File: src/ats_regs.vh
`ifndef ATS_REGS_VH
`define ATS_REGS_VH

// framing counts, in serial-clock pulses
`define ATS_ADDR_BITS 4'h8
`define ATS_ACK_PULSE 4'h9
`define ATS_HOLD_PULSE 4'h2
// conversion
`define ATS_CONV_CYCLES 4'hA
`define ATS_SAR_MSB 4'h9
`define ATS_SAR_TRIAL 10'h200
// result framing: pad ones above the 10-bit result in a 16-bit read
`define ATS_PAD_ONES 6'h3F
// analog mux leg codes
`define ATS_LEG_AIN0 2'h0
`define ATS_LEG_AIN1 2'h1
`define ATS_LEG_GND 2'h2
// default slave address of the framing logic
`define ATS_SLAVE_ADDR 7'h36
// internal conversion clock period in ns and the system clock period in ns
`define ATS_INT_CONV_PERIOD_NS 40
`define ATS_CLK_PERIOD_NS 5

`endif

File: src/ats_sequencer.v
`timescale 1ns/1ps
`include "ats_regs.vh"

module ats_sequencer #(
    parameter [6:0] SLAVE_ADDR = `ATS_SLAVE_ADDR,
    parameter integer INT_CONV_PERIOD_NS = `ATS_INT_CONV_PERIOD_NS
) (
    // clock and reset
    input wire clk,
    input wire rst_n,
    // serial pins, open drain
    input wire scl_i,
    output wire scl_oe,
    input wire sda_i,
    output wire sda_oe,
    // stored settings
    input wire cfg_load,
    input wire cfg_clock_ext,
    input wire input_mode_select,
    input wire channel_select,
    input wire polarity_select,
    // analog front end
    input wire comp_hi,
    output wire [9:0] dac_code,
    output wire track,
    output wire [1:0] mux_pos,
    output wire [1:0] mux_neg,
    output wire bipolar,
    // status
    output wire busy,
    output wire conv_done,
    output wire [9:0] result
);

    // internal conversion clock divider length, at least one cycle
    localparam integer DIV_RAW = INT_CONV_PERIOD_NS / `ATS_CLK_PERIOD_NS;
    localparam integer DIV_CYC = (DIV_RAW < 1) ? 1 : DIV_RAW;
    localparam [2:0] ST_IDLE = 3'h0;
    localparam [2:0] ST_ADDR = 3'h1;
    localparam [2:0] ST_CONV = 3'h2;
    localparam [2:0] ST_READ = 3'h3;
    localparam [2:0] ST_WAIT = 3'h4;
    reg [2:0] state_q;
    reg scl_m_q, scl_s_q, scl_p_q;
    reg sda_m_q, sda_s_q, sda_p_q;
    reg [3:0] bit_cnt_q;
    reg [7:0] addr_sh_q;
    reg [15:0] out_sh_q;
    reg match_q, byte_idx_q, nack_q, track_q;
    reg scl_oe_q, sda_oe_q;
    reg clk_ext_q, single_q, chan_q, pol_q;
    reg sar_run_q, done_q, div_tick, conv_hold_start;
    reg [3:0] sar_idx_q;
    reg [9:0] trial_q, result_q;
    reg [31:0] div_q;
    wire scl_rise = scl_s_q & ~scl_p_q;
    wire scl_fall = ~scl_s_q & scl_p_q;
    wire start_det = scl_s_q & scl_p_q & ~sda_s_q & sda_p_q;
    wire stop_det = scl_s_q & scl_p_q & sda_s_q & ~sda_p_q;
    // conversion clock: serial clock or internal divider
    wire conv_tick = sar_run_q & (clk_ext_q ? scl_rise : div_tick);
    wire [3:0] bit_nx = bit_cnt_q + 4'h1;

    // two-flop synchronisers on both pins, third flop for edges
    always @(posedge clk) begin
        if (!rst_n) begin
            scl_m_q <= 1'b1;
            scl_s_q <= 1'b1;
            scl_p_q <= 1'b1;
            sda_m_q <= 1'b1;
            sda_s_q <= 1'b1;
            sda_p_q <= 1'b1;
        end else begin
            scl_m_q <= scl_i;
            scl_s_q <= scl_m_q;
            scl_p_q <= scl_s_q;
            sda_m_q <= sda_i;
            sda_s_q <= sda_m_q;
            sda_p_q <= sda_s_q;
        end
    end

    // stored settings
    always @(posedge clk) begin
        if (!rst_n) begin
            clk_ext_q <= 1'b0;
            single_q <= 1'b1;
            chan_q <= 1'b0;
            pol_q <= 1'b0;
        end else if (cfg_load) begin
            clk_ext_q <= cfg_clock_ext;
            single_q <= input_mode_select;
            chan_q <= channel_select;
            pol_q <= polarity_select;
        end
    end

    // internal conversion clock divider, runs only while converting
    always @(posedge clk) begin
        if (!rst_n || !sar_run_q) begin
            div_q <= 32'h0;
            div_tick <= 1'b0;
        end else if (div_q == DIV_CYC - 1) begin
            div_q <= 32'h0;
            div_tick <= 1'b1;
        end else begin
            div_q <= div_q + 32'h1;
            div_tick <= 1'b0;
        end
    end

    // successive approximation, one result bit per conversion clock
    always @(posedge clk) begin
        if (!rst_n) begin
            sar_run_q <= 1'b0;
            sar_idx_q <= 4'h0;
            trial_q <= 10'h0;
            result_q <= 10'h0;
            done_q <= 1'b0;
        end else begin
            done_q <= 1'b0;
            if (start_det || stop_det) begin
                sar_run_q <= 1'b0;
            end else if (conv_hold_start) begin
                sar_run_q <= 1'b1;
                sar_idx_q <= `ATS_SAR_MSB;
                trial_q <= `ATS_SAR_TRIAL;
            end else if (conv_tick) begin
                if (!comp_hi) begin
                    trial_q[sar_idx_q] <= 1'b0;
                end
                if (sar_idx_q == 4'h0) begin
                    sar_run_q <= 1'b0;
                    done_q <= 1'b1;
                    result_q <= comp_hi ? trial_q : {trial_q[9:1], 1'b0};
                end else begin
                    trial_q[sar_idx_q - 4'h1] <= 1'b1;
                    sar_idx_q <= sar_idx_q - 4'h1;
                end
            end
        end
    end

    // hold entry that also starts a conversion
    always @* begin
        conv_hold_start = 1'b0;
        if (state_q == ST_ADDR && scl_fall && bit_cnt_q == `ATS_ACK_PULSE
                && match_q && !clk_ext_q) begin
            conv_hold_start = 1'b1;
        end
        if (state_q == ST_READ && scl_rise && !byte_idx_q
                && bit_nx == `ATS_HOLD_PULSE && clk_ext_q) begin
            conv_hold_start = 1'b1;
        end
    end

    // framing, track/hold sequencing and serial output
    always @(posedge clk) begin
        if (!rst_n) begin
            state_q <= ST_IDLE;
            bit_cnt_q <= 4'h0;
            addr_sh_q <= 8'h0;
            match_q <= 1'b0;
            out_sh_q <= 16'h0;
            byte_idx_q <= 1'b0;
            nack_q <= 1'b0;
            scl_oe_q <= 1'b0;
            sda_oe_q <= 1'b0;
            track_q <= 1'b0;
        end else if (start_det) begin
            state_q <= ST_ADDR;
            bit_cnt_q <= 4'h0;
            match_q <= 1'b0;
            scl_oe_q <= 1'b0;
            sda_oe_q <= 1'b0;
        end else if (stop_det) begin
            state_q <= ST_IDLE;
            scl_oe_q <= 1'b0;
            sda_oe_q <= 1'b0;
        end else begin
            if (conv_hold_start) begin
                track_q <= 1'b0;
            end
            case (state_q)
                ST_ADDR: begin
                    if (scl_rise) begin
                        bit_cnt_q <= bit_nx;
                        if (bit_nx <= `ATS_ADDR_BITS) begin
                            addr_sh_q <= {addr_sh_q[6:0], sda_s_q};
                        end
                        if (bit_nx == `ATS_ADDR_BITS && addr_sh_q[6:0] == SLAVE_ADDR
                                && sda_s_q) begin
                            match_q <= 1'b1;
                            track_q <= 1'b1;
                        end
                    end
                    if (scl_fall && bit_cnt_q == `ATS_ADDR_BITS) begin
                        sda_oe_q <= match_q; // acknowledge
                        if (!match_q) begin
                            state_q <= ST_WAIT;
                        end
                    end
                    if (scl_fall && bit_cnt_q == `ATS_ACK_PULSE) begin
                        bit_cnt_q <= 4'h0;
                        byte_idx_q <= 1'b0;
                        nack_q <= 1'b0;
                        if (!clk_ext_q) begin
                            state_q <= ST_CONV;
                            scl_oe_q <= 1'b1;
                            sda_oe_q <= 1'b0;
                        end else begin
                            state_q <= ST_READ;
                            out_sh_q <= {`ATS_PAD_ONES, result_q};
                            sda_oe_q <= 1'b0; // pad bit is a one
                        end
                    end
                end
                ST_CONV: begin
                    if (done_q) begin
                        state_q <= ST_READ;
                        scl_oe_q <= 1'b0;
                        out_sh_q <= {`ATS_PAD_ONES, result_q};
                        sda_oe_q <= 1'b0;
                    end
                end
                ST_READ: begin
                    if (scl_rise) begin
                        bit_cnt_q <= bit_nx;
                        if (bit_nx == `ATS_ACK_PULSE) begin
                            nack_q <= sda_s_q;
                        end
                    end
                    if (scl_fall) begin
                        if (bit_cnt_q == `ATS_ACK_PULSE) begin
                            bit_cnt_q <= 4'h0;
                            if (nack_q || byte_idx_q) begin
                                state_q <= ST_WAIT;
                            end else begin
                                byte_idx_q <= 1'b1;
                                sda_oe_q <= ~out_sh_q[15];
                            end
                        end else if (bit_cnt_q == `ATS_ADDR_BITS) begin
                            out_sh_q <= {out_sh_q[14:0], 1'b1};
                            sda_oe_q <= 1'b0; // master acknowledge slot
                        end else begin
                            out_sh_q <= {out_sh_q[14:0], 1'b1};
                            sda_oe_q <= ~out_sh_q[14];
                        end
                    end
                end
                ST_WAIT: begin
                    sda_oe_q <= 1'b0;
                end
                default: begin
                    state_q <= ST_IDLE;
                end
            endcase
        end
    end

    // input routing: single-ended against ground or a differential pair
    reg [1:0] pos_d, neg_d;
    always @* begin
        if (single_q) begin
            pos_d = chan_q ? `ATS_LEG_AIN1 : `ATS_LEG_AIN0;
            neg_d = `ATS_LEG_GND;
        end else begin
            pos_d = chan_q ? `ATS_LEG_AIN1 : `ATS_LEG_AIN0;
            neg_d = chan_q ? `ATS_LEG_AIN0 : `ATS_LEG_AIN1;
        end
    end
    assign mux_pos = pos_d;
    assign mux_neg = neg_d;
    assign bipolar = pol_q & ~single_q;
    assign scl_oe = scl_oe_q;
    assign sda_oe = sda_oe_q;
    assign track = track_q;
    assign dac_code = trial_q;
    assign busy = sar_run_q;
    assign conv_done = done_q;
    assign result = result_q;

endmodule // ats_sequencer

File: config.mk
export PLATFORM = sky130hd
export DESIGN_NAME = ats_sequencer
export DESIGN_NICKNAME = d
export VERILOG_FILES = /design/src/ats_sequencer.v
export VERILOG_INCLUDE_DIRS = /design/src /design/src/src
export SDC_FILE = /design/constraint.sdc
export NUM_CORES = 1
export LEC_CHECK = 0
export BUFFER_PORTS_ARGS = -buffer_cell sky130_fd_sc_hd__buf_2
export CELL_PAD_IN_SITES_DETAIL_PLACEMENT = 0
export CELL_PAD_IN_SITES_GLOBAL_PLACEMENT = 1
export CORE_MARGIN = 10
export CORE_UTILIZATION = 35
export DETAILED_ROUTE_END_ITERATION = 7
export GPL_ROUTABILITY_DRIVEN = 0
export GPL_TIMING_DRIVEN = 0
export PLACE_DENSITY_LB_ADDON = 0.1
export SYNTH_ARGS = -nofsm -noshare
export SYNTH_HDL_FRONTEND = slang
export SYNTH_SLANG_ARGS = --single-unit
File: constraint.sdc
create_clock -name clk -period 5.5 [get_ports clk]
set_clock_uncertainty 0.15 [all_clocks]
set_input_delay 0.825 -clock clk [delete_from_list [all_inputs] [get_ports clk]]
set_output_delay 0.825 -clock clk [all_outputs]
set_load 0.01 [all_outputs]
==> results_dict.tcl <==
set metrics [dict create \
    synth_cell_type_count 54 \
    groute.usage.overall_pct 13.0 \
    htreeDepth 3 \
    path_cells "inv_1 > ha_1 > and3b_1 > buf_2 > xnor2_1 > o21ai_1 > and2_1 > buf_2 > buf_2 > a211oi_1" \
    clk_pin_slew_worst_paths_ns 0.07 \
    synth_cells 604 \
    setup_viol 0 \
    status "finished clean" \
    yosys.area_share.simple_pct 26.0 \
    cts_buffers 9 \
    arrival_ns 2.74 \
    leakage_uw 0.00207 \
    core_area_um2 14400 \
    synth_top_family_by_area "simple AND/OR/NAND/NOR gates" \
    finalHoldViolations 0 \
    netlist_area_um2 5100 \
    post_dp_cell_area_um2 5520 \
    ys_seq_elements 105 \
    yosys_warnings 0 \
    yosysSeqAreaShare_pct 41.2 \
    instances_no_fill 840 \
    fp.dieW_um 141 \
    post_cts_buffers 0 \
    numClockSinks 105 \
    ctsResizeCount 0 \
    avgSynthCellArea_um2 8.44 \
    pre_cts_ws_ns 2.85 \
    areaGrowthSynthToFinish_pct 13.3 \
    cts_tree "done" \
    dp_hpwl_um 9660 \
    maxSlewHeadroom_pct 40.7 \
    synth_top_area_share_pct 41.2 \
    drtPass1Iterations 4 \
    grt_pass1_wl_um 21400 \
    synth.area.top_cells "dfxtp_1, mux2i_1, nor2_1" \
    synth_adder_area_share_pct 3.43 \
    max_freq_mhz 373 \
    synthMuxAreaShare_pct 6.08 \
    tightest_slew_ns 0.882 \
    cts-root-buf "clkbuf_16" \
    syn_nets 628 \
    final_antenna_net_count 0 \
    maxCapViolCount 0 \
    slowest_stage "o21ai_1" \
    drive_gt1_share_pct 11.4 \
    path_common_cell "buf_2" \
    antenna_found_initial 0 \
    grt_pass1_vias 4129 \
    worstSetupPathType "reg2reg" \
    grt_max_degree 16 \
    vdd_drop_max_uv 149 \
    fin_setup_tns_ns 0 \
    grt_setup_unrepaired "no" \
    drc 0 \
    viasPerCell 5.13 \
    maxSlewViolCount 0 \
    rows 44 \
    synth-xor-area-share_pct 6.35 \
    synth_compound_area_share_pct 12.6 \
    cpPeakStageDelay_ns 0.46 \
    dieHeight_um 141 \
    fin_ws_ns 2.82 \
    hold_path_class "reg2reg" \
    required_ns 5.57 \
    crit_path_end_kind "flip-flop" \
    initial_core_util_pct 35.4 \
    drtIter0Drc 251 \
    clkLatencyLatePin_ns 0.35 \
    synth_enable_flop_cells 0 \
    fin_crit_ns 2.68 \
    p_per_area_nw_per_um2 246 \
    grt_overflow 0 \
    io_buffer_count 37 \
    startpoint_type "flip-flop" \
    ys.flop_type "dfxtp_1" \
    nets 676 \
    synthArstFlopShare_pct 0 \
    io_pins 40 \
    n_antenna_cell 0 \
    cp_max_fo 10 \
    hold_ws_ns 0.257 \
    yosys.area.top_type "dfxtp_1" \
    timing.final.crit_share_pct 48.7 \
    wl_per_cell_um 15.4 \
    wirelength_um 12900 \
    clockBufferDepth 2 \
    num_vias 4306 \
    final_area_um2 5780 \
    dp_cells 825 \
    dieArea_um2 19800 \
    holdBufCountCts 0 \
]
## path summary, 6_finish.rpt
path	cells after the start	slack [ns]	startpoint	to
setup / recovery	10	2.82	bit_cnt_q[1]$_SDFFE_PP0P_	out_sh_q[7]$_SDFFE_PN0P_
hold / removal	1	0.26	sda_m_q$_SDFF_PN1_	sda_s_q$_SDFF_PN1_
setup reg to reg	10	2.82	bit_cnt_q[1]$_SDFFE_PP0P_	out_sh_q[7]$_SDFFE_PN0P_
hold reg to reg	1	0.26	sda_m_q$_SDFF_PN1_	sda_s_q$_SDFF_PN1_
## cells by family (layout without fill, tap and decap cells)
kind of cell | after synthesis | after routing
flip-flops | 105 | 105
AO/OA/AOI/OAI | 105 | 105
other | 1 | 1
AND/OR/NAND/NOR | 267 | 267
multiplexers | 31 | 31
adder cells (fa/ha/maj) | 14 | 14
buffers and inverters | 44 | 96
XOR/XNOR | 37 | 37
## layout make-up
cell class	count	area (um2)
Sequential cell	105	2100
Timing Repair Buffer	37	185
Clock inverter	2	13.8
Multi-Input combinational cell	455	2790
Fill cell	1502	8640
Clock buffer	13	250
Inverter	12	45.0
Tap cell	184	230
Buffer	32	168
## Yosys cell counts (12+ instances only)
cell type,count
nand2b_1,15
inv_1,12
ha_1,14
nand3_1,36
nor2_1,73
xor2_1,16
a211oi_1,17
o21ai_0,22
nand2_1,63
nor4_1,16
xnor2_1,21
mux2i_1,31
clkbuf_1,14
a21oi_1,42
dfxtp_1,105
## registers in the layout (all words and copies together) (netlist names), 3 cells and up
signal and cells:
out_sh_q 16, bit_cnt_q 4, state_q 3, sar_idx_q 4, result 10, dac_code 10
addr_sh_q 7, div_q 32
## power breakdown
group	switching (uW)	internal [uW]	total (uW)	leakage (uW)
clock	286	319	605	0.000130
sequential	5.01	765	770	0.000848
combinational	28.8	16.1	44.9	0.00110
## metal layers
| metal | global-route usage, % | vias up | share of wire [%] |
|---|---|---|---|
| li1 | - | 2212 | - |
| met1 | 17.1 | 2035 | 48 |
| met2 | 20.5 | 51 | 47 |
| met3 | 3.56 | 8 | 3.8 |
| met4 | 3.15 | 0 | 0.80 |
| met5 | 0 | - | 0 |
## cells in the final DEF, fill, tap and decap left out, types with 6 or more instances in the layout
cell / instances
clkbuf_16: 9
nand2b_1: 15
and2_1: 6
mux2i_1: 31
inv_1: 12
nand4_1: 11
nand2_1: 63
buf_2: 48
a21oi_1: 42
nor2_1: 73
clkbuf_1: 17
a211oi_1: 17
nor3_1: 8
ha_1: 14
o21ai_0: 22
nand3_1: 36
xnor2_1: 21
xor2_1: 16
nor2b_1: 8
nor4_1: 16
and3_1: 7
dfxtp_1: 105
## metrics by stage
stage / util [%] / total power [uW]
detailed placement: 38.2 / 833
floorplan: - / 816
finish: 40.1 / 1420
global route: 40.1 / 1480
global placement: 38.2 / 832
CTS: 40.1 / 1450
## critical path, delay by kind of cell (launching register included)
family / cells / cell delay [ns]
and+or+nand+nor: 2 / 0.37
xor gates and xnor gates: 1 / 0.13
DFF: 1 / 0.40
AOI/OAI and AO/OA: 2 / 0.57
buffers and inverters: 4 / 0.70
adders and majority gates: 1 / 0.23
No activity file was read; power rests on OpenSTA's default activity.
